==> src/hdl/ddrsp_map.vh <==
// Constants shared by the burst-of-two memory port files
`ifndef DDRSP_MAP_VH
`define DDRSP_MAP_VH

// Pin widths (wide variant; the narrow variant uses the low half)
`define DDRSP_DATA_W      36
`define DDRSP_NARROW_W    18
`define DDRSP_ADDR_W      18
`define DDRSP_LANES       4
`define DDRSP_LANE_W      9
`define DDRSP_NARROW_MASK 36'h0_0003_ffff
`define DDRSP_WIDE_MASK   36'hf_ffff_ffff
`define DDRSP_NARROW_LANE 4'h3
`define DDRSP_WIDE_LANE   4'hf

// Storage window: word index is {low address bits, burst beat}
`define DDRSP_MEM_IDX_W   4
`define DDRSP_MEM_WORDS   16
`define DDRSP_ADDR_IDX_W  3

// Write buffer between the link and the array
`define DDRSP_FIFO_DEPTH  16
`define DDRSP_FIFO_AW     4
`define DDRSP_WENT_W      44
`define DDRSP_WENT_IDX_LO 40
`define DDRSP_WENT_DAT_LO 4

// Width of the pin synchroniser bundle
`define DDRSP_SYNC_W      64

// Delay-lock loop: lock time counted in rising input-clock edges
`define DDRSP_LOCK_EDGES  12'h800
`define DDRSP_LOCK_W      12

// Cycles after reset release before the width strap is taken
`define DDRSP_STRAP_WAIT  2'h3

`endif

==> src/hdl/ddrsp_sync.v <==
// Two-flop synchroniser for a bundle of pin inputs
`timescale 1ns/1ns
`default_nettype none

module ddrsp_sync #(
   parameter W = 8
) (
   input  wire         core_clk,  // Core clock
   input  wire         resetn,    // Synchronous reset, active low
   input  wire [W-1:0] async_in,  // Pins from outside the clock domain
   output reg  [W-1:0] sync_out   // Second stage, safe to use
);

   reg [W-1:0] stage1;

   // The first stage is read by the second stage only
   always @(posedge core_clk) begin
      if (!resetn) begin
         stage1   <= {W{1'b0}};
         sync_out <= {W{1'b0}};
      end else begin
         stage1   <= async_in;
         sync_out <= stage1;
      end
   end

endmodule // ddrsp_sync

`default_nettype wire

==> src/hdl/ddrsp_fifo.v <==
// Parameterised first-in first-out buffer in flip-flops
`timescale 1ns/1ns
`default_nettype none

module ddrsp_fifo #(
   parameter W     = 8,
   parameter DEPTH = 16,
   parameter AW    = 4
) (
   input  wire         core_clk,   // Core clock
   input  wire         resetn,     // Synchronous reset, active low
   input  wire         in_valid,   // Word offered
   output wire         in_ready,   // Room for a word
   input  wire [W-1:0] in_data,    // Offered word
   output wire         out_valid,  // Word available
   input  wire         out_ready,  // Drain takes the word
   output wire [W-1:0] out_data    // Oldest word
);

   localparam [AW:0] FULL_CNT = DEPTH[AW:0];

   reg [W-1:0]  mem [0:DEPTH-1];
   reg [AW-1:0] wr_ptr;
   reg [AW-1:0] rd_ptr;
   reg [AW:0]   count;

   wire push = in_valid & in_ready;
   wire pop  = out_valid & out_ready;

   assign in_ready  = (count != FULL_CNT);
   assign out_valid = (count != {(AW+1){1'b0}});
   assign out_data  = mem[rd_ptr];

   always @(posedge core_clk) begin
      if (push) begin
         mem[wr_ptr] <= in_data;
      end
   end

   always @(posedge core_clk) begin
      if (!resetn) begin
         wr_ptr <= {AW{1'b0}};
         rd_ptr <= {AW{1'b0}};
         count  <= {(AW+1){1'b0}};
      end else begin
         if (push) begin
            wr_ptr <= wr_ptr + {{(AW-1){1'b0}}, 1'b1};
         end
         if (pop) begin
            rd_ptr <= rd_ptr + {{(AW-1){1'b0}}, 1'b1};
         end
         count <= count + {{AW{1'b0}}, push} - {{AW{1'b0}}, pop};
      end
   end

endmodule // ddrsp_fifo

`default_nettype wire

==> src/hdl/ddrsp_port.v <==
// Memory-side port of a common-I/O double-data-rate burst-of-two static memory
`timescale 1ns/1ns
`default_nettype none
`include "ddrsp_map.vh"

//////////////////////////////////////////////////////////////////////////////
// How it works
// - Commands taken only on true clock rise
// - Write beats taken on both clock rises
// - Echo strobes toggle always, even when idle
// - Echo edges move with read data
// - Bypass low stops loop, clears lock
// - Bypass high runs loop until lock
// - Loop off gives one-cycle read latency
// - Valid flag high with data, echo aligned
// - Address registered on true clock rise
// - Address ignored unless load is low
// - Data pins driven on reads, inputs otherwise
// - Narrow variant uses low eighteen bits only
// - Direction high reads, low writes when loading
// - Loop on: first beat two cycles later
// - Idle cycle lets running read finish
// - Byte stored only when its enable low
module ddrsp_port (
   input  wire                      core_clk,          // Core clock, 25 MHz
   input  wire                      resetn,            // Synchronous reset, active low
   input  wire                      ref_timing_pos,    // True input clock pin
   input  wire                      ref_timing_neg,    // Complement input clock pin
   input  wire                      load_cycle_n,      // Load strobe, active low
   input  wire                      access_dir,        // High read, low write
   input  wire [`DDRSP_ADDR_W-1:0]  sync_addr,         // Burst address
   input  wire [`DDRSP_LANES-1:0]   byte_write_n,      // Byte enables, active low
   input  wire                      dll_bypass_n,      // Low bypasses the delay loop
   input  wire                      narrow_bus,        // Strap: high for 18-bit variant
   input  wire [`DDRSP_DATA_W-1:0]  data_pins_in,      // Data pin levels
   output reg  [`DDRSP_DATA_W-1:0]  data_pins_out,     // Data pin drive value
   output reg  [`DDRSP_DATA_W-1:0]  data_pins_oe,      // Data pin enables, high drives
   output reg                       echo_strobe_pos,   // Echo of true clock
   output reg                       echo_strobe_neg,   // Echo of complement clock
   output reg                       output_valid_flag, // Read data on the pins
   output reg                       dll_locked,        // Delay loop has locked
   output reg                       wbuf_stall         // Write buffer full
);

   //////////////////////////////////////////////////////////////////////////
   // Pin synchronisers and clock edge detection

   wire [`DDRSP_SYNC_W-1:0] pins_raw = {ref_timing_neg, ref_timing_pos, load_cycle_n, access_dir,
                                       dll_bypass_n, narrow_bus, sync_addr, byte_write_n, data_pins_in};
   wire [`DDRSP_SYNC_W-1:0] pins_s;

   ddrsp_sync #(
      .W        (`DDRSP_SYNC_W)
   ) u_sync (
      .core_clk (core_clk),
      .resetn   (resetn),
      .async_in (pins_raw),
      .sync_out (pins_s)
   );

   wire                     kn_s       = pins_s[63];
   wire                     k_s        = pins_s[62];
   wire                     load_n_s   = pins_s[61];
   wire                     dir_s      = pins_s[60];
   wire                     bypass_n_s = pins_s[59];
   wire                     narrow_s   = pins_s[58];
   wire [`DDRSP_ADDR_W-1:0] addr_s     = pins_s[57:40];
   wire [`DDRSP_LANES-1:0]  bw_n_s     = pins_s[39:36];
   wire [`DDRSP_DATA_W-1:0] din_s      = pins_s[35:0];

   reg k_prev;
   reg kn_prev;

   // All pins share one synchroniser delay, so they stay aligned to the clocks
   wire k_rise  = k_s & ~k_prev;
   wire kn_rise = kn_s & ~kn_prev;

   always @(posedge core_clk) begin
      if (!resetn) begin
         k_prev  <= 1'b0;
         kn_prev <= 1'b0;
      end else begin
         k_prev  <= k_s;
         kn_prev <= kn_s;
      end
   end

   //////////////////////////////////////////////////////////////////////////
   // Width strap, taken once the synchroniser holds the real level

   reg [1:0] strap_wait;
   reg       narrow_mode;

   always @(posedge core_clk) begin
      if (!resetn) begin
         strap_wait  <= 2'h0;
         narrow_mode <= 1'b0;
      end else if (strap_wait != `DDRSP_STRAP_WAIT) begin
         strap_wait <= strap_wait + 2'h1;
         if (strap_wait == `DDRSP_STRAP_WAIT - 2'h1) begin
            narrow_mode <= narrow_s;
         end
      end
   end

   wire [`DDRSP_LANES-1:0]  lane_mask = narrow_mode ? `DDRSP_NARROW_LANE : `DDRSP_WIDE_LANE;
   wire [`DDRSP_DATA_W-1:0] pin_mask  = narrow_mode ? `DDRSP_NARROW_MASK : `DDRSP_WIDE_MASK;

   //////////////////////////////////////////////////////////////////////////
   // Command decode

   wire load_now  = k_rise & ~load_n_s;
   wire cmd_read  = load_now & dir_s;
   wire cmd_write = load_now & ~dir_s;

   //////////////////////////////////////////////////////////////////////////
   // Delay-lock loop model

   reg [`DDRSP_LOCK_W-1:0] lock_cnt;

   always @(posedge core_clk) begin
      if (!resetn) begin
         lock_cnt   <= {`DDRSP_LOCK_W{1'b0}};
         dll_locked <= 1'b0;
      end else if (!bypass_n_s) begin
         lock_cnt   <= {`DDRSP_LOCK_W{1'b0}};
         dll_locked <= 1'b0;
      end else if (k_rise) begin
         if (lock_cnt != `DDRSP_LOCK_EDGES) begin
            lock_cnt <= lock_cnt + {{(`DDRSP_LOCK_W-1){1'b0}}, 1'b1};
         end
         dll_locked <= (lock_cnt == `DDRSP_LOCK_EDGES);
      end
   end

   //////////////////////////////////////////////////////////////////////////
   // Write path: late write beats into the write buffer

   reg                          wr_pend;
   reg [`DDRSP_ADDR_IDX_W-1:0]  wr_addr;
   reg                          wr_beat1;
   reg [`DDRSP_ADDR_IDX_W-1:0]  wb_addr;
   reg                          fifo_in_valid;
   reg [`DDRSP_WENT_W-1:0]      fifo_in_data;
   wire                         fifo_in_ready;
   wire                         fifo_out_valid;
   wire                         fifo_out_ready;
   wire [`DDRSP_WENT_W-1:0]     fifo_out_data;

   wire [`DDRSP_LANES-1:0] beat_be = ~bw_n_s & lane_mask;

   always @(posedge core_clk) begin
      if (!resetn) begin
         wr_pend       <= 1'b0;
         wr_addr       <= {`DDRSP_ADDR_IDX_W{1'b0}};
         wr_beat1      <= 1'b0;
         wb_addr       <= {`DDRSP_ADDR_IDX_W{1'b0}};
         fifo_in_valid <= 1'b0;
         fifo_in_data  <= {`DDRSP_WENT_W{1'b0}};
         wbuf_stall    <= 1'b0;
      end else begin
         fifo_in_valid <= 1'b0;
         wbuf_stall    <= ~fifo_in_ready;
         if (k_rise) begin
            if (wr_pend) begin
               fifo_in_valid <= 1'b1;
               fifo_in_data  <= {wr_addr, 1'b0, din_s & pin_mask, beat_be};
               wr_beat1      <= 1'b1;
               wb_addr       <= wr_addr;
            end else begin
               wr_beat1 <= 1'b0;
            end
            wr_pend <= cmd_write;
            if (cmd_write) begin
               wr_addr <= addr_s[`DDRSP_ADDR_IDX_W-1:0];
            end
         end else if (kn_rise && wr_beat1) begin
            fifo_in_valid <= 1'b1;
            fifo_in_data  <= {wb_addr, 1'b1, din_s & pin_mask, beat_be};
            wr_beat1      <= 1'b0;
         end
      end
   end

   ddrsp_fifo #(
      .W         (`DDRSP_WENT_W),
      .DEPTH     (`DDRSP_FIFO_DEPTH),
      .AW        (`DDRSP_FIFO_AW)
   ) u_wbuf (
      .core_clk  (core_clk),
      .resetn    (resetn),
      .in_valid  (fifo_in_valid),
      .in_ready  (fifo_in_ready),
      .in_data   (fifo_in_data),
      .out_valid (fifo_out_valid),
      .out_ready (fifo_out_ready),
      .out_data  (fifo_out_data)
   );

   //////////////////////////////////////////////////////////////////////////
   // Storage array; the drain yields to output loading on clock edges

   reg [`DDRSP_DATA_W-1:0] mem [0:`DDRSP_MEM_WORDS-1];
   integer                 lane;

   assign fifo_out_ready = ~(k_rise | kn_rise);

   wire [`DDRSP_MEM_IDX_W-1:0] drain_idx = fifo_out_data[`DDRSP_WENT_W-1:`DDRSP_WENT_IDX_LO];
   wire [`DDRSP_DATA_W-1:0]    drain_dat = fifo_out_data[`DDRSP_WENT_IDX_LO-1:`DDRSP_WENT_DAT_LO];
   wire [`DDRSP_LANES-1:0]     drain_be  = fifo_out_data[`DDRSP_LANES-1:0];

   always @(posedge core_clk) begin
      if (fifo_out_valid && fifo_out_ready) begin
         for (lane = 0; lane < `DDRSP_LANES; lane = lane + 1) begin
            if (drain_be[lane]) begin
               mem[drain_idx][lane*`DDRSP_LANE_W +: `DDRSP_LANE_W] <=
                  drain_dat[lane*`DDRSP_LANE_W +: `DDRSP_LANE_W];
            end
         end
      end
   end

   //////////////////////////////////////////////////////////////////////////
   // Read pipeline; it runs on regardless of later idle cycles

   reg                         rd_cmd1;
   reg                         rd_cmd2;
   reg [`DDRSP_ADDR_IDX_W-1:0] rd_addr1;
   reg [`DDRSP_ADDR_IDX_W-1:0] rd_addr2;

   always @(posedge core_clk) begin
      if (!resetn) begin
         rd_cmd1  <= 1'b0;
         rd_cmd2  <= 1'b0;
         rd_addr1 <= {`DDRSP_ADDR_IDX_W{1'b0}};
         rd_addr2 <= {`DDRSP_ADDR_IDX_W{1'b0}};
      end else if (k_rise) begin
         rd_cmd1  <= cmd_read;
         rd_addr1 <= addr_s[`DDRSP_ADDR_IDX_W-1:0];
         rd_cmd2  <= rd_cmd1;
         rd_addr2 <= rd_addr1;
      end
   end

   // Loop off launches one cycle after the command, loop on two
   wire                         launch      = bypass_n_s ? rd_cmd2 : rd_cmd1;
   wire [`DDRSP_ADDR_IDX_W-1:0] launch_addr = bypass_n_s ? rd_addr2 : rd_addr1;

   //////////////////////////////////////////////////////////////////////////
   // Output burst sequencer

   localparam [2:0] OUT_IDLE  = 3'h1;
   localparam [2:0] OUT_BEAT0 = 3'h2;
   localparam [2:0] OUT_BEAT1 = 3'h4;

   reg [2:0]                   out_state;
   reg [`DDRSP_ADDR_IDX_W-1:0] out_addr;

   // Data, valid and echoes all update in the same core cycle, which keeps them edge aligned
   always @(posedge core_clk) begin
      if (!resetn) begin
         out_state         <= OUT_IDLE;
         out_addr          <= {`DDRSP_ADDR_IDX_W{1'b0}};
         data_pins_out     <= {`DDRSP_DATA_W{1'b0}};
         data_pins_oe      <= {`DDRSP_DATA_W{1'b0}};
         output_valid_flag <= 1'b0;
         echo_strobe_pos   <= 1'b0;
         echo_strobe_neg   <= 1'b1;
      end else begin
         if (k_rise) begin
            echo_strobe_pos <= 1'b1;
            echo_strobe_neg <= 1'b0;
         end else if (kn_rise) begin
            echo_strobe_pos <= 1'b0;
            echo_strobe_neg <= 1'b1;
         end
         case (out_state)
            OUT_IDLE, OUT_BEAT1: begin
               if (k_rise) begin
                  if (launch) begin
                     out_state         <= OUT_BEAT0;
                     out_addr          <= launch_addr;
                     data_pins_out     <= mem[{launch_addr, 1'b0}] & pin_mask;
                     data_pins_oe      <= pin_mask;
                     output_valid_flag <= 1'b1;
                  end else begin
                     out_state         <= OUT_IDLE;
                     data_pins_out     <= {`DDRSP_DATA_W{1'b0}};
                     data_pins_oe      <= {`DDRSP_DATA_W{1'b0}};
                     output_valid_flag <= 1'b0;
                  end
               end
            end
            OUT_BEAT0: begin
               if (kn_rise) begin
                  out_state     <= OUT_BEAT1;
                  data_pins_out <= mem[{out_addr, 1'b1}] & pin_mask;
               end
            end
            default: begin
               out_state <= OUT_IDLE;
            end
         endcase
      end
   end

endmodule // ddrsp_port

`default_nettype wire

==> config.mk <==
export PLATFORM = sky130hd
export DESIGN_NAME = ddrsp_port
export DESIGN_NICKNAME = d
export VERILOG_FILES = /design/src/hdl/ddrsp_sync.v /design/src/hdl/ddrsp_fifo.v /design/src/hdl/ddrsp_port.v
export VERILOG_INCLUDE_DIRS = /design/src /design/src/hdl
export SDC_FILE = /design/constraint.sdc
export NUM_CORES = 1
export LEC_CHECK = 0
export BUFFER_PORTS_ARGS = -buffer_cell sky130_fd_sc_hd__buf_2
export CORE_MARGIN = 5
export CORE_UTILIZATION = 40
export DETAILED_ROUTE_END_ITERATION = 8
export GPL_TIMING_DRIVEN = 0
export SYNTH_ARGS = -nofsm -noshare
export SYNTH_HDL_FRONTEND = slang
export SYNTH_SLANG_ARGS = --single-unit
==> constraint.sdc <==
create_clock -name core_clk -period 8.2 [get_ports core_clk]
set_input_delay 0.82 -clock core_clk [delete_from_list [all_inputs] [get_ports core_clk]]
set_output_delay 0.82 -clock core_clk [all_outputs]
set_load 0.02 [all_outputs]
==> results.tsv <==
stage	metric	value	unit
run_status	status	completed	
drt	ant_nets	0	
placed_design	dpl_cell_area	0.0612	mm^2
clock_network	cts_hold_buf	0	
logic_synthesis	synth.avg_cell_area	19.9	um^2
drt	drt_iter0_markers	2395	
job	cap_violations	0	
worst_setup_path	r2r_end	mem[2][14]	
placed_design	portBuffers	127	
drt	wl_per_cell	25.1	um
worst_setup_path	end_kind	register	
die	die_h	388	um
die	initial_core_util	40.3	%
clock_network	cts_setup_buffers	0	
die	core_area	0.142	mm^2
grt	grt_pass1_vias	27900	
clock_network	clk_latency	0.77	ns
timing	setup_viol	0	
grt	grt.overflow.total	0	
timing	relSlewSlack	7.34	%
worst_setup_path	crit_end	mem[2][14]	
clock_network	cts_root_buffer	clkbuf_16	
clock_network	clockBufferDepth	3	
worst_setup_path	worst_r2r_path_depth	6	
cells_and_area	drive_gt1_share	25.7	%
logic_synthesis	yosysUniqueCellTypes	54	
timing	maxSlewViolCount	0	
drt	route.met2.wl	64.8	mm
placed_design	dp_hpwl	88.7	mm
power	power-per-cell-area	294	mW/mm^2
logic_synthesis	syn_area	0.0572	mm^2
power	finalPower	0.0194	W
clock_network	cts_tree	yes	
cells_and_area	fin_util	46.6	%
logic_synthesis	yosys_warnings	0	
drt	highest_layer	met4	
drt	via_count	27200	
die	dieWidth	388	um
worst_setup_path	crit_type	reg2reg	
timing	rsz0062_at_grt	false	
worst_hold_path	hold_start	data_pins_in[29]	
cells_and_area	fin_area	0.0661	mm^2
clock_network	htree_num_levels	4	
drt	wl_met1	55.9	mm
clock_network	cts_resized	0	
grt	grt_max_degree	24	
worst_setup_path	regToRegSetupSlack	3.97	ns
grt	antenna_found_initial	3	
worst_setup_path	required	8.59	ns
worst_setup_path	arrival	4.62	ns
logic_synthesis	synth.ff_latch_count	1524	
logic_synthesis	yosysSeqAreaShare	75.7	%
timing	hold_violations	0	
logic_synthesis	syn-num-nets	2955	
timing	fin_skew	0.0205	ns
timing	period_share	51.6	%
power	peakVddDrop	0.187	mV
cells_and_area	layout.nets	3288	
worst_hold_path	hp-class	in2reg	
placed_design	place.gp.congestion	0.738	
timing	hold_ws	0.256	ns
clock_network	cts_buffers	154	
drt	drt_wl_total	131	mm
drt	route.detailed.drc	0	
die	die_area	0.151	mm^2
power	p_leak	21.4	nW
drt	route.met3.wl	7.33	mm
timing	fmax	0.236	GHz
timing	worst_pin_slew	1.38	ns
worst_setup_path	cp-start-kind	register	
timing	layout_min_cycle_time	4.23	ns
drt	vias_per_cell	5.21	
grt	grt_pass1_wl	191	mm
clock_network	clkTransAtPathRegs	0.06	ns
die	ios	143	
cells_and_area	nFillCells	11900	
clock_network	cts.sink_count	1524	
drt	drt_first_pass_iters	5	
cells_and_area	area_growth	15.4	%
worst_setup_path	cp_max_fo	10	
die	num_rows	138	
logic_synthesis	syn_inst	2873	
grt	grtUsageTotal	17.3	%
metrics by stage:
step	cells	TNS (ns)	worst slack (ns)
finish	5228	0	3.97
global route	5227	0	3.64
CTS	5227	0	3.87
detailed placement	4940	0	3.87
global placement	4890	-271.36	-1.63
floorplan	2873	0	3.31
logic make-up after synthesis:
| kind of cell | count (synthesis) | share of synthesized area (%) |
|---|---|---|
| fa+ha+maj | 16 | 0.363 |
| mux | 487 | 15.6 |
| xor+xnor | 20 | 0.306 |
| flops | 1524 | 75.7 |
| simple gates | 469 | 4.06 |
| buf+inv | 195 | 1.81 |
| compound gates | 162 | 2.15 |
per-layer routing:
layer,vias to the layer above,GRT usage (%)
li1,12100,-
met1,14100,23.5
met2,792,29.0
met3,168,2.95
met4,0,4.80
met5,-,0
synthesized netlist by cell type (all sizes together):
master | instances | area share, %
o22ai | 4 | 0.044
nand3b | 2 | 0.026
a21oi | 12 | 0.10
or3 | 7 | 0.077
nand3 | 20 | 0.24
a21boi | 34 | 0.45
nor3b | 3 | 0.048
and4 | 1 | 0.015
o211a | 8 | 0.14
a221o | 37 | 0.65
nand4 | 8 | 0.087
a31oi | 1 | 0.011
xnor2 | 12 | 0.18
mux4 | 320 | 13
nor2b | 18 | 0.20
and2 | 119 | 1.3
edfxtp | 1280 | 67
ha | 15 | 0.33
inv | 13 | 0.085
o21a | 1 | 0.013
mux2 | 38 | 0.75
or4b | 1 | 0.017
a21o | 1 | 0.013
nor3 | 12 | 0.10
clkbuf | 69 | 0.45
nor4b | 3 | 0.072
a22o | 19 | 0.29
and3 | 4 | 0.044
nor2 | 131 | 0.87
nand2b | 5 | 0.055
nand4b | 1 | 0.015
buf | 113 | 1.3
xor2 | 8 | 0.12
fa | 1 | 0.035
mux2i | 129 | 2.3
a221oi | 1 | 0.046
nand2 | 134 | 0.88
dfxtp | 244 | 8.5
a22oi | 2 | 0.026
o21ai | 42 | 0.37
placed cells by master, fill, tap and decap left out, drive strengths merged, types with 2 or more instances in the layout:
cell type and n:
and3 4, a221o 37, mux2i 129, dfxtp 244, nand2b 5, or3 7
nand3b 2, mux2 38, nor4b 3, edfxtp 1280, mux4 320, nor2b 18
bufinv 7, o211a 8, nor3 12, a21oi 12, xor2 8, o22ai 4
clkbuf 294, a22o 19, nand4 8, nor2 131, nor3b 3, inv 22
clkinv 45, a21boi 34, nand2 134, xnor2 12, and2 119, o21ai 42
buf 290, nand3 20, a22oi 2, ha 15
critical path: stages (launching register included):
cell and delay, ns:
dfxtp_1 0.31, clkbuf_1 0.46, clkbuf_1 0.82, nand4_1 0.33, o22ai_1 0.66, nand2_1 0.42, nor2_1 0.85
cell type report:
class | instances | area (um^2) | area share (%)
clock buffer | 225 | 4270 | 6.47
timing repair buffer | 177 | 1500 | 2.26
inverter | 13 | 48.8 | 0.0739
multi-input combinational | 1154 | 13000 | 19.7
antenna | 1 | 2.50 | 0.00379
clock inverter | 62 | 591 | 0.894
buffer | 182 | 988 | 1.50
tap | 1890 | 2360 | 3.58
sequential | 1524 | 43300 | 65.6
sequential cells by signal, indices dropped and copies added, names as in the netlist, 5 cells and up, named ones only:
name / cells
data_pins_out: 36
fifo_in_data: 44
lock_cnt: 12
mem: 576
u_sync.stage1: 49
u_sync.sync_out: 49
u_wbuf.count: 5
u_wbuf.mem: 704
power breakdown:
group	internal [W]	switching [W]	leakage [nW]	total, W
registers	0.00936	0.0000951	13.3	0.00945
logic	0.00111	0.00211	5.69	0.00322
clock network	0.00386	0.00289	2.37	0.00675
worst min-delay path by stage:
stage                                endpoint  slack (ns)  cells after the start
final                       u_sync.stage1[29]        0.26                      2
after global routing        u_sync.stage1[31]        0.23                      2
after CTS                   u_sync.stage1[29]        0.20                      2
after detailed placement  u_sync.sync_out[32]        0.42                      1
after global placement    u_sync.sync_out[24]        0.42                      1
after floorplan            u_sync.sync_out[0]        0.41                      1
(Power assumes the default switching activity.)
